===== config.mk =====
export PLATFORM = sky130hd
export DESIGN_NAME = pcrr_top
export DESIGN_NICKNAME = d
export VERILOG_FILES = /design/src/verilog/pcrr_field_reg.v /design/src/verilog/pcrr_cap_decode.v /design/src/verilog/pcrr_top.v
export VERILOG_INCLUDE_DIRS = /design/src /design/src/verilog
export SDC_FILE = /design/constraint.sdc
export NUM_CORES = 1
export LEC_CHECK = 0
export ABC_AREA = 0
export BUFFER_PORTS_ARGS = -buffer_cell sky130_fd_sc_hd__buf_2
export CAP_MARGIN = 10
export CORE_MARGIN = 5
export CORE_UTILIZATION = 49
export CTS_CLUSTER_SIZE = 40
export DETAILED_ROUTE_END_ITERATION = 16
export GPL_ROUTABILITY_DRIVEN = 1
export PLACE_DENSITY = 0.75
export SLEW_MARGIN = 5
export SYNTH_ARGS = -nofsm -noshare
export SYNTH_HDL_FRONTEND = slang
export SYNTH_SLANG_ARGS = --single-unit

===== constraint.sdc =====
create_clock -name mclk_i -period 4.94 [get_ports mclk_i]
set_input_delay 0.988 -clock mclk_i [delete_from_list [all_inputs] [get_ports mclk_i]]
set_output_delay 0.988 -clock mclk_i [all_outputs]
set_load 0.1 [all_outputs]

===== src/verilog/pcrr_regs.vh =====
// Offsets, field positions, reset values and write masks of the capability bank
// Assumes an 8-bit register address and 16-bit register data
`ifndef PCRR_REGS_VH
`define PCRR_REGS_VH

// ==========================================================================
// Register offsets
`define PCRR_ADDR_SLOT_FLAGS    8'h93
`define PCRR_ADDR_SLOT_NUMBER   8'h94
`define PCRR_ADDR_FTS_COUNTS    8'h95
`define PCRR_ADDR_CTO_MSI       8'h96
`define PCRR_ADDR_INTR_SUPPORT  8'h97

// ==========================================================================
// Reset values
`define PCRR_RST_SLOT_FLAGS     16'h0000
`define PCRR_RST_SLOT_NUMBER    16'h0000
`define PCRR_RST_FTS_COUNTS     16'h8080
`define PCRR_RST_CTO_MSI        16'h5000
`define PCRR_RST_INTR_SUPPORT   16'h0003

// ==========================================================================
// Writable bits, reserved bits stay zero
`define PCRR_WM_SLOT_FLAGS      16'hfc7f
`define PCRR_WM_SLOT_NUMBER     16'hfffc
`define PCRR_WM_FTS_COUNTS      16'hffff
`define PCRR_WM_CTO_MSI         16'hff1f
`define PCRR_WM_INTR_SUPPORT    16'h004f
`define PCRR_WM_SLOT_NUM_V10    16'hfff8
`define PCRR_WM_CTO_MSI_V10     16'hfb1f

// ==========================================================================
// Field positions
`define PCRR_SLOT_ATTN_BTN      0
`define PCRR_SLOT_PWR_CTRL      1
`define PCRR_SLOT_LATCH_SENSOR  2
`define PCRR_SLOT_ATTN_IND      3
`define PCRR_SLOT_PWR_IND       4
`define PCRR_SLOT_SURPRISE      5
`define PCRR_SLOT_HOT_PLUG      6
`define PCRR_SLOT_PWR_LIM_HI    15
`define PCRR_SLOT_PWR_LIM_LO    10
`define PCRR_NUM_INTERLOCK      2
`define PCRR_NUM_SLOT_HI        15
`define PCRR_NUM_SLOT_LO        3
`define PCRR_FTS_SEP_HI         7
`define PCRR_FTS_SEP_LO         0
`define PCRR_FTS_COM_HI         15
`define PCRR_FTS_COM_LO         8
`define PCRR_CTO_RANGE_HI       3
`define PCRR_CTO_RANGE_LO       0
`define PCRR_CTO_DISABLE        4
`define PCRR_ECRC_GEN           8
`define PCRR_ECRC_CHK           9
`define PCRR_NO_CMD_CPL         10
`define PCRR_MSI_MMC_HI         13
`define PCRR_MSI_MMC_LO         11
`define PCRR_MSI_ADDR64         14
`define PCRR_MSI_PVM            15
`define PCRR_INT_MSI            0
`define PCRR_INT_PIN_HI         3
`define PCRR_INT_PIN_LO         1
`define PCRR_INT_MSIX           6

`endif


===== src/verilog/pcrr_field_reg.v =====
// One 16-bit reconfigurable register with a write mask
// Assumes a single-cycle write strobe on the core clock
`timescale 1ns/1ps

module pcrr_field_reg
#(
	parameter [15:0] RESET_VAL = 16'h0000,
	parameter [15:0] WR_MASK   = 16'hffff
)
(
	input  wire        mclk_i,
	input  wire        rst_i,
	input  wire        wr_en_i,
	input  wire [15:0] wdata_i,
	output wire [15:0] q_o
);

	reg [15:0] q_r;
	wire [15:0] q_nxt;

	// ==========================================================================
	// Masked bits keep reset value, so reserved bits never leave zero
	assign q_nxt = (q_r & ~WR_MASK) | (wdata_i & WR_MASK); // RULE14

	always @(posedge mclk_i or posedge rst_i)
	begin
		if (rst_i)
			q_r <= RESET_VAL;
		else if (wr_en_i)
			q_r <= q_nxt;
	end

	assign q_o = q_r;

endmodule


===== src/verilog/pcrr_cap_decode.v =====
// Decoders for completion timeout range code and message vector code
// Assumes codes come from registers on the same clock
`timescale 1ns/1ps

module pcrr_cap_decode
(
	input  wire       mclk_i,
	input  wire       rst_i,
	input  wire [3:0] cto_code_i,
	input  wire [2:0] msi_code_i,
	output reg  [3:0] cto_sets_o,
	output reg        cto_valid_o,
	output reg  [5:0] msi_vectors_o,
	output reg        msi_valid_o
);

	reg [3:0] cto_sets_nxt;
	reg       cto_valid_nxt;
	reg [5:0] msi_vectors_nxt;

	// ==========================================================================
	// Range sets as bits D C B A; reserved codes show no range
	always @*
	begin
		cto_valid_nxt = 1'b1;
		case (cto_code_i) // RULE8
		4'h1: cto_sets_nxt = 4'h1;
		4'h2: cto_sets_nxt = 4'h2;
		4'h3: cto_sets_nxt = 4'h3;
		4'h6: cto_sets_nxt = 4'h6;
		4'h7: cto_sets_nxt = 4'h7;
		4'he: cto_sets_nxt = 4'he;
		4'hf: cto_sets_nxt = 4'hf;
		default:
		begin
			cto_sets_nxt  = 4'h0;
			cto_valid_nxt = (cto_code_i == 4'h0);
		end
		endcase
		// Power of two, codes above 32 vectors undefined
		msi_vectors_nxt = (msi_code_i <= 3'h5) ? (6'h01 << msi_code_i) : 6'h00; // RULE11
	end

	always @(posedge mclk_i or posedge rst_i)
	begin
		if (rst_i)
		begin
			cto_sets_o    <= 4'h0;
			cto_valid_o   <= 1'b1;
			msi_vectors_o <= 6'h04;
			msi_valid_o   <= 1'b1;
		end
		else
		begin
			cto_sets_o    <= cto_sets_nxt;
			cto_valid_o   <= cto_valid_nxt;
			msi_vectors_o <= msi_vectors_nxt;
			msi_valid_o   <= (msi_code_i <= 3'h5);
		end
	end

endmodule


===== src/verilog/pcrr_top.v =====
// Reconfigurable capability registers for slot, training, timeout and message interrupts
// Assumes a same-clock master on the plain register port, one strobe per cycle
// Assumes consumers of the field outputs accept one clock of lag after a write
// Assumes writes to unmapped offsets are harmless and simply dropped
//
// Behaviour
// RULE1: Slot field bits 1 to 6 advertise power controller, latch sensor, attention and power indicator, surprise, hot-plug.
// RULE2: Surprise bit set advertises removal without prior notice.
// RULE3: Bits 15:10 of the slot flags register hold the slot power limit value, reset zero.
// RULE4: Bit 2 at 0x94 advertises an interlock, only in revision 1.1 builds.
// RULE5: Configuring software programs a fabric-unique physical slot number in bits 15:3 at 0x94.
// RULE6: Bits 7:0 at 0x95 give the training sequence count for separate clocks, reset 128.
// RULE7: Bits 15:8 at 0x95 give the training sequence count for common clock, reset 128.
// RULE8: The four-bit timeout range code selects the supported range sets, others reserved, reset zero.
// RULE9: Bit 4 of the timeout register advertises timeout disable support, reset zero.
// RULE10: Bit 10 advertises no-command-completed support, revision 1.1 builds only, reset zero.
// RULE11: Bits 13:11 request a power-of-two vector count, reset code 010 for four.
// RULE12: Bit 14 advertises 64-bit message addressing when one, reset one.
// RULE13: Bit 15 advertises per-vector masking, read-only to config software, reset zero.
// RULE14: Reserved bits read zero, ignore writes and advertise nothing.
//
// Added by the designer: the address-and-strobe port.
`timescale 1ns/1ps
`include "pcrr_regs.vh"

module pcrr_top
#(
	parameter SPEC_REV11 = 1
)
(
	input  wire        mclk_i,
	input  wire        rst_i,
	// Register port
	input  wire [7:0]  reg_addr_i,
	input  wire [15:0] reg_wdata_i,
	input  wire        reg_wr_i,
	input  wire        reg_rd_i,
	output reg  [15:0] reg_rdata_o,
	// Slot capability
	output reg         attn_button_present_o,
	output reg         power_ctrl_present_o,
	output reg         retention_latch_sensor_o,
	output reg         attn_indicator_present_o,
	output reg         power_indicator_present_o,
	output reg         surprise_removal_o,
	output reg         hot_plug_capable_o,
	output reg  [5:0]  slot_power_limit_o,
	output reg         em_interlock_present_o,
	output reg  [12:0] phys_slot_number_o,
	output reg         no_cmd_cpl_support_o,
	// Link training
	output reg  [7:0]  fast_train_count_separate_clock_o,
	output reg  [7:0]  fast_train_count_common_clock_o,
	// Completion timeout and end-to-end CRC
	output reg  [3:0]  cpl_timeout_ranges_o,
	output wire [3:0]  cpl_timeout_sets_o,
	output wire        cpl_timeout_code_valid_o,
	output reg         cpl_timeout_disable_sup_o,
	output reg         ecrc_gen_capable_o,
	output reg         ecrc_chk_capable_o,
	// Message interrupts
	output reg  [2:0]  msi_multi_msg_code_o,
	output wire [5:0]  msi_vector_count_o,
	output wire        msi_vector_code_valid_o,
	output reg         msi_addr64_capable_o,
	output reg         msi_per_vector_mask_o,
	output reg         msi_supported_o,
	output reg  [2:0]  intr_pin_o,
	output reg         msix_supported_o
);

	// ==========================================================================
	// Register table
	localparam NREG = 5;

	// Revision 1.0 builds keep interlock and no-command-completed bits at zero
	localparam [15:0] WM_NUM = (SPEC_REV11 != 0) ? `PCRR_WM_SLOT_NUMBER : `PCRR_WM_SLOT_NUM_V10;
	localparam [15:0] WM_CTO = (SPEC_REV11 != 0) ? `PCRR_WM_CTO_MSI : `PCRR_WM_CTO_MSI_V10;

	localparam [16*NREG-1:0] RST_VEC =
	{
		`PCRR_RST_INTR_SUPPORT,
		`PCRR_RST_CTO_MSI,
		`PCRR_RST_FTS_COUNTS,
		`PCRR_RST_SLOT_NUMBER,
		`PCRR_RST_SLOT_FLAGS
	};

	localparam [16*NREG-1:0] MASK_VEC =
	{
		`PCRR_WM_INTR_SUPPORT,
		WM_CTO,
		`PCRR_WM_FTS_COUNTS,
		WM_NUM,
		`PCRR_WM_SLOT_FLAGS
	};

	wire [16*NREG-1:0] reg_q;
	wire [15:0]        slot_flags_q;
	wire [15:0]        slot_number_q;
	wire [15:0]        fts_counts_q;
	wire [15:0]        cto_msi_q;
	wire [15:0]        intr_support_q;
	reg  [15:0]        rdata_nxt;
	reg  [NREG-1:0]    wr_hit;

	// ==========================================================================
	// Write decode, one hit per table entry
	always @*
	begin
		wr_hit = {NREG{1'b0}};
		if (reg_wr_i)
		begin
			if (reg_addr_i == `PCRR_ADDR_SLOT_FLAGS)
				wr_hit[0] = 1'b1;
			else if (reg_addr_i == `PCRR_ADDR_SLOT_NUMBER)
				wr_hit[1] = 1'b1;
			else if (reg_addr_i == `PCRR_ADDR_FTS_COUNTS)
				wr_hit[2] = 1'b1;
			else if (reg_addr_i == `PCRR_ADDR_CTO_MSI)
				wr_hit[3] = 1'b1;
			else if (reg_addr_i == `PCRR_ADDR_INTR_SUPPORT)
				wr_hit[4] = 1'b1;
			else
				wr_hit = {NREG{1'b0}}; // RULE14
		end
	end

	// ==========================================================================
	// Storage, one register per table entry
	genvar gi;
	generate
		for (gi = 0; gi < NREG; gi = gi + 1)
		begin : g_reg
			pcrr_field_reg
			#(
				.RESET_VAL (RST_VEC[16*gi +: 16]),
				.WR_MASK   (MASK_VEC[16*gi +: 16])
			)
			u_reg
			(
				.mclk_i  (mclk_i),
				.rst_i   (rst_i),
				.wr_en_i (wr_hit[gi]),
				.wdata_i (reg_wdata_i),
				.q_o     (reg_q[16*gi +: 16])
			);
		end
	endgenerate

	assign slot_flags_q   = reg_q[15:0];
	assign slot_number_q  = reg_q[31:16];
	assign fts_counts_q   = reg_q[47:32];
	assign cto_msi_q      = reg_q[63:48];
	assign intr_support_q = reg_q[79:64];

	// ==========================================================================
	// Read back; unmapped offsets and idle cycles return zero
	always @*
	begin
		rdata_nxt = 16'h0000;
		if (reg_rd_i)
		begin
			if (reg_addr_i == `PCRR_ADDR_SLOT_FLAGS)
				rdata_nxt = slot_flags_q;
			else if (reg_addr_i == `PCRR_ADDR_SLOT_NUMBER)
				rdata_nxt = slot_number_q;
			else if (reg_addr_i == `PCRR_ADDR_FTS_COUNTS)
				rdata_nxt = fts_counts_q;
			else if (reg_addr_i == `PCRR_ADDR_CTO_MSI)
				rdata_nxt = cto_msi_q;
			else if (reg_addr_i == `PCRR_ADDR_INTR_SUPPORT)
				rdata_nxt = intr_support_q;
			else
				rdata_nxt = 16'h0000; // RULE14
		end
	end

	always @(posedge mclk_i or posedge rst_i)
	begin
		if (rst_i)
			reg_rdata_o <= 16'h0000;
		else
			reg_rdata_o <= rdata_nxt;
	end

	// ==========================================================================
	// Output reset values follow the stored reset words, so both always agree
	localparam [15:0] RST_FLAGS = `PCRR_RST_SLOT_FLAGS;
	localparam [15:0] RST_NUM   = `PCRR_RST_SLOT_NUMBER;
	localparam [15:0] RST_FTS   = `PCRR_RST_FTS_COUNTS;
	localparam [15:0] RST_CTO   = `PCRR_RST_CTO_MSI;
	localparam [15:0] RST_INTR  = `PCRR_RST_INTR_SUPPORT;

	// ==========================================================================
	// Slot presence flags at 0x93
	always @(posedge mclk_i or posedge rst_i)
	begin
		if (rst_i)
		begin
			attn_button_present_o     <= RST_FLAGS[`PCRR_SLOT_ATTN_BTN];
			power_ctrl_present_o      <= RST_FLAGS[`PCRR_SLOT_PWR_CTRL];
			retention_latch_sensor_o  <= RST_FLAGS[`PCRR_SLOT_LATCH_SENSOR];
			attn_indicator_present_o  <= RST_FLAGS[`PCRR_SLOT_ATTN_IND];
			power_indicator_present_o <= RST_FLAGS[`PCRR_SLOT_PWR_IND];
			surprise_removal_o        <= RST_FLAGS[`PCRR_SLOT_SURPRISE];
			hot_plug_capable_o        <= RST_FLAGS[`PCRR_SLOT_HOT_PLUG];
		end
		else
		begin
			attn_button_present_o     <= slot_flags_q[`PCRR_SLOT_ATTN_BTN];
			power_ctrl_present_o      <= slot_flags_q[`PCRR_SLOT_PWR_CTRL]; // RULE1
			retention_latch_sensor_o  <= slot_flags_q[`PCRR_SLOT_LATCH_SENSOR]; // RULE1
			attn_indicator_present_o  <= slot_flags_q[`PCRR_SLOT_ATTN_IND]; // RULE1
			power_indicator_present_o <= slot_flags_q[`PCRR_SLOT_PWR_IND]; // RULE1
			surprise_removal_o        <= slot_flags_q[`PCRR_SLOT_SURPRISE]; // RULE2
			hot_plug_capable_o        <= slot_flags_q[`PCRR_SLOT_HOT_PLUG]; // RULE1
		end
	end

	// ==========================================================================
	// Slot power limit at 0x93
	always @(posedge mclk_i or posedge rst_i)
	begin
		if (rst_i)
		begin
			slot_power_limit_o <= RST_FLAGS[`PCRR_SLOT_PWR_LIM_HI:`PCRR_SLOT_PWR_LIM_LO];
		end
		else
		begin
			slot_power_limit_o <= slot_flags_q[`PCRR_SLOT_PWR_LIM_HI:`PCRR_SLOT_PWR_LIM_LO]; // RULE3
		end
	end

	// ==========================================================================
	// Interlock and physical slot number at 0x94
	always @(posedge mclk_i or posedge rst_i)
	begin
		if (rst_i)
		begin
			em_interlock_present_o <= RST_NUM[`PCRR_NUM_INTERLOCK];
			phys_slot_number_o     <= RST_NUM[`PCRR_NUM_SLOT_HI:`PCRR_NUM_SLOT_LO];
		end
		else
		begin
			em_interlock_present_o <= slot_number_q[`PCRR_NUM_INTERLOCK]; // RULE4
			// Uniqueness across the fabric is up to software
			phys_slot_number_o     <= slot_number_q[`PCRR_NUM_SLOT_HI:`PCRR_NUM_SLOT_LO]; // RULE5
		end
	end

	// ==========================================================================
	// Fast training counts at 0x95
	always @(posedge mclk_i or posedge rst_i)
	begin
		if (rst_i)
		begin
			fast_train_count_separate_clock_o <= RST_FTS[`PCRR_FTS_SEP_HI:`PCRR_FTS_SEP_LO];
			fast_train_count_common_clock_o   <= RST_FTS[`PCRR_FTS_COM_HI:`PCRR_FTS_COM_LO];
		end
		else
		begin
			fast_train_count_separate_clock_o <= fts_counts_q[`PCRR_FTS_SEP_HI:`PCRR_FTS_SEP_LO]; // RULE6
			fast_train_count_common_clock_o   <= fts_counts_q[`PCRR_FTS_COM_HI:`PCRR_FTS_COM_LO]; // RULE7
		end
	end

	// ==========================================================================
	// Completion timeout fields at 0x96
	always @(posedge mclk_i or posedge rst_i)
	begin
		if (rst_i)
		begin
			cpl_timeout_ranges_o      <= RST_CTO[`PCRR_CTO_RANGE_HI:`PCRR_CTO_RANGE_LO];
			cpl_timeout_disable_sup_o <= RST_CTO[`PCRR_CTO_DISABLE];
		end
		else
		begin
			cpl_timeout_ranges_o      <= cto_msi_q[`PCRR_CTO_RANGE_HI:`PCRR_CTO_RANGE_LO]; // RULE8
			cpl_timeout_disable_sup_o <= cto_msi_q[`PCRR_CTO_DISABLE]; // RULE9
		end
	end

	// ==========================================================================
	// CRC and command completion bits at 0x96
	always @(posedge mclk_i or posedge rst_i)
	begin
		if (rst_i)
		begin
			ecrc_gen_capable_o   <= RST_CTO[`PCRR_ECRC_GEN];
			ecrc_chk_capable_o   <= RST_CTO[`PCRR_ECRC_CHK];
			no_cmd_cpl_support_o <= RST_CTO[`PCRR_NO_CMD_CPL];
		end
		else
		begin
			ecrc_gen_capable_o   <= cto_msi_q[`PCRR_ECRC_GEN];
			ecrc_chk_capable_o   <= cto_msi_q[`PCRR_ECRC_CHK];
			// Revision 1.0 builds hold this low through the write mask
			no_cmd_cpl_support_o <= cto_msi_q[`PCRR_NO_CMD_CPL]; // RULE10
		end
	end

	// ==========================================================================
	// Message interrupt control at 0x96
	always @(posedge mclk_i or posedge rst_i)
	begin
		if (rst_i)
		begin
			msi_multi_msg_code_o  <= RST_CTO[`PCRR_MSI_MMC_HI:`PCRR_MSI_MMC_LO];
			msi_addr64_capable_o  <= RST_CTO[`PCRR_MSI_ADDR64];
			msi_per_vector_mask_o <= RST_CTO[`PCRR_MSI_PVM];
		end
		else
		begin
			msi_multi_msg_code_o  <= cto_msi_q[`PCRR_MSI_MMC_HI:`PCRR_MSI_MMC_LO]; // RULE11
			msi_addr64_capable_o  <= cto_msi_q[`PCRR_MSI_ADDR64]; // RULE12
			// Writable here; only the config space view is read-only
			msi_per_vector_mask_o <= cto_msi_q[`PCRR_MSI_PVM]; // RULE13
		end
	end

	// ==========================================================================
	// Interrupt support at 0x97
	always @(posedge mclk_i or posedge rst_i)
	begin
		if (rst_i)
		begin
			msi_supported_o  <= RST_INTR[`PCRR_INT_MSI];
			intr_pin_o       <= RST_INTR[`PCRR_INT_PIN_HI:`PCRR_INT_PIN_LO];
			msix_supported_o <= RST_INTR[`PCRR_INT_MSIX];
		end
		else
		begin
			msi_supported_o  <= intr_support_q[`PCRR_INT_MSI];
			intr_pin_o       <= intr_support_q[`PCRR_INT_PIN_HI:`PCRR_INT_PIN_LO];
			msix_supported_o <= intr_support_q[`PCRR_INT_MSIX];
		end
	end

	// ==========================================================================
	// Decoded views, registered inside, same latency as the raw fields
	pcrr_cap_decode u_decode
	(
		.mclk_i        (mclk_i),
		.rst_i         (rst_i),
		.cto_code_i    (cto_msi_q[`PCRR_CTO_RANGE_HI:`PCRR_CTO_RANGE_LO]),
		.msi_code_i    (cto_msi_q[`PCRR_MSI_MMC_HI:`PCRR_MSI_MMC_LO]),
		.cto_sets_o    (cpl_timeout_sets_o),
		.cto_valid_o   (cpl_timeout_code_valid_o),
		.msi_vectors_o (msi_vector_count_o),
		.msi_valid_o   (msi_vector_code_valid_o)
	);

endmodule


==> reports/qor.yml <==
timing:
  report.final.slew_viol_count: 0
  final.setup.tns_ns: 0
  layout_setup_ws_ns: 2.02
  final.min_clock_period_ns: 2.92
  report.final.setup_viol: 0
  fin_skew_ns: 0.00657
  tightestPinTransition_ns: 0.906
  hold_viol: 0
  timing.final.crit_share_pct: 59.2
  grt_setup_unrepaired: "false"
  fmax_mhz: 342
  slew_headroom_pct: 39.5
run:
  max-cap-violations: 0
cts:
  ctsHoldBuffers: 0
  post_cts.resized_instances: 0
  cts.reportedPaths.clkPinSlew_ns: 0.06
  ctsHtreeMaxLevel: 4
  worstSkewPairLatency_ns: 0.41
  cts_setup_buffers: 0
  cts_buf_count: 17
  clk_path_buf_depth: 2
  clock_sinks: 150
  cts-root-buf: "sky130_fd_sc_hd__clkbuf_16"
  cts_tree: "built"
final_layout:
  num-fill-cells: 811
  final_layout_size_suffix_gt1_share_pct: 51.8
  finalNetCount: 488
  synthToLayoutAreaGrowth_pct: 21.3
  layout_commonest_cell: "sky130_fd_sc_hd__dfrtp_1"
  antenna_cells: 0
  area_taken_by_multi_input_logic_gates_sq_um: 1570
  highest_count_cells_in_the_layout_ignoring_fill_and_taps: "sky130_fd_sc_hd__dfrtp_1, sky130_fd_sc_hd__buf_2, sky130_fd_sc_hd__mux2_2, sky130_fd_sc_hd__a21oi_1, sky130_fd_sc_hd__mux2_4"
  regArea_sq_um: 3770
global_route:
  gr-usage-met3_pct: 5.59
  grt_overflow_total: 0
  grt.total_usage_pct: 18.8
  maximum_number_of_pins_on_one_net_before_global_route_repair: 59
  globalRoute.busiestLayer: "met2"
  gr-usage-met1_pct: 25.3
  grt_pass1_wl_um: 18800
  antenna_found_initial: 0
  grt_pass1_vias: 3459
  grt_use_met2_pct: 29.3
synth:
  yosysTopAreaCellShare_pct: 61.3
  ffs_latches_synth: 150
  postSynthNetCount: 371
  ys_seq_area_share_pct: 68.5
  synthTopCellsByArea: "sky130_fd_sc_hd__dfrtp_1, sky130_fd_sc_hd__mux2_2, sky130_fd_sc_hd__dfstp_2, sky130_fd_sc_hd__mux2_4, sky130_fd_sc_hd__a21oi_1"
  yosys-mux-area-fraction_pct: 15.7
  post_synth_fa_ha_maj_area_fraction_pct: 0
  synth.distinct_cells: 39
  yosysWarnings: 0
  synthCells: 343
  main_combinational_cell_family_by_area_after_synthesis: "multiplexers"
  syn-cell-area_sq_um: 5510
  synth_largest_area_cell: "sky130_fd_sc_hd__dfrtp_1"
  synthesis.area_per_instance_sq_um: 16.1
  synthSimpleGateAreaFrac_pct: 6.13
  synth_compound_gate_area_share_pct: 6.77
  synthXorXnorAreaFrac_pct: 0
setup_path:
  critical_path_arrival_ns: 3.22
  cp_data_required_time_ns: 5.24
  timing.critical_path.fanout_max: 23
  endpoint_kind: "flip-flop"
  path_class: "input port to flip-flop"
  timing.critical_path.from_type: "input port"
route:
  detail_route.drc_violations: 0
  drtPass1Iterations: 5
  number_of_design_rule_violations_left_by_the_first_detailed_router_iteration: 276
  route.vias.total: 3276
  drt-vias-per-instance: 5.34
  routed_wire_length_per_instance_um: 19.5
  drt_wl_total_um: 11900
  ant_nets: 0
pwr:
  power.leakage_nw: 3.56
  cellPowerDensity_nw_per_um2: 425
  worst_ir_drop_vdd_mv: 0.221
die:
  floorplan.die.height_um: 116
  die_x_um: 116
  initial_utilization_pct: 50.4
  std_cell_rows: 38
  die_area_sq_um: 13500
  core-area_sq_um: 10900
  ios: 117
hold_path:
  hp-class: "flip-flop to flip-flop"
placed_design:
  finalWeightedCongestion: 0.878
  placement.io_buffers: 116
  setup_slack_at_placement_ns: 1.61
  dp_hpwl_um: 8150
run_status:
  run_status: "complete, no violations"
area by class of cell:
type	instances	share of cell area (%)
sequential	150	56.4
multi-input combinational	169	23.5
timing repair buffer	119	9.02
clock buffer	18	6.42
tap	140	2.62
clock inverter	14	1.72
inverter	3	0.225
logic make-up after synthesis:
group | count (synthesis)
AO/OA/AOI/OAI | 53
AND/OR/NAND/NOR | 46
flip-flops | 150
multiplexers | 70
buffers and inverters | 24
through the flow:
stage	hold slack [ns]	total power, mW	utilization (%)	std cells	instance area, sq um
4_1_cts	0.375	2.87	61.1	613	6680
6_report	0.375	2.84	61.1	613	6680
5_1_grt	0.379	2.94	61.1	613	6680
3_3_place_gp	0.365	1.68	56.1	581	6140
2_1_floorplan	0.352	1.61	-	343	5510
3_5_place_dp	0.366	1.69	56.1	581	6140
routing by layer:
layer | vias up | part of all wire (%)
li1 | 1454 | -
met1 | 1682 | 42
met2 | 128 | 49
met3 | 12 | 8.0
met4 | 0 | 1.4
met5 | - | 0
worst paths after layout:
check	from	endpoint	slack (ns)	cells after the start
worst max register to register	g_reg[3].u_reg.q_o[13]	reg_rdata_o[13]	3.65	4
worst min register to register	g_reg[4].u_reg.q_o[1]	intr_pin_o[0]	0.37	0
worst min-delay path	g_reg[4].u_reg.q_o[1]	intr_pin_o[0]	0.37	0
worst max-delay path	reg_addr_i[1]	g_reg[0].u_reg.q_o[13]	2.02	4
min in group asynchronous	rst_i	g_reg[2].u_reg.q_o[0]	0.76	2
max in group asynchronous	rst_i	reg_rdata_o[14]	3.00	3
synthesized netlist by cell type (all sizes together):
cell / count
a21boi: 1
a21o: 2
a21oi: 25
a22o: 4
a22oi: 3
a32oi: 4
and2: 3
and2b: 1
and3: 3
and3b: 1
and4: 2
buf: 15
clkbuf: 6
dfrtp: 135
dfstp: 15
inv: 3
mux2: 70
nand2: 6
nand2b: 4
nand3: 1
nand3b: 1
nand4bb: 2
nor2: 7
nor2b: 6
nor3: 2
nor3b: 3
nor4: 3
o2111a: 2
o211a: 7
o21ai: 2
o21bai: 1
o221a: 2
or4: 1
flip-flops by register name, summed over array words and instances, names as in the netlist, 4 cells and up:
register	count
g.u_reg.q_o	61
reg_rdata_o	16
phys_slot_number_o	13
fast_train_count_common_clock_o	8
fast_train_count_separate_clock_o	8
slot_power_limit_o	6
u_decode.msi_vectors_o	6
cpl_timeout_ranges_o	4
u_decode.cto_sets_o	4
critical path: stages:
cell and delay [ns]:
sky130_fd_sc_hd__buf_2 0.38, sky130_fd_sc_hd__nor2b_1 0.60, sky130_fd_sc_hd__and4_1 0.84, sky130_fd_sc_hd__mux2_2 0.41
where the power goes:
part	switching (mW)	leakage (nW)	internal, mW	total, mW
clock network	0.518	0.265	0.655	1.17
registers	0.0329	2.02	1.28	1.32
logic	0.284	1.28	0.0668	0.351
Power figures use the tool's default switching activity.
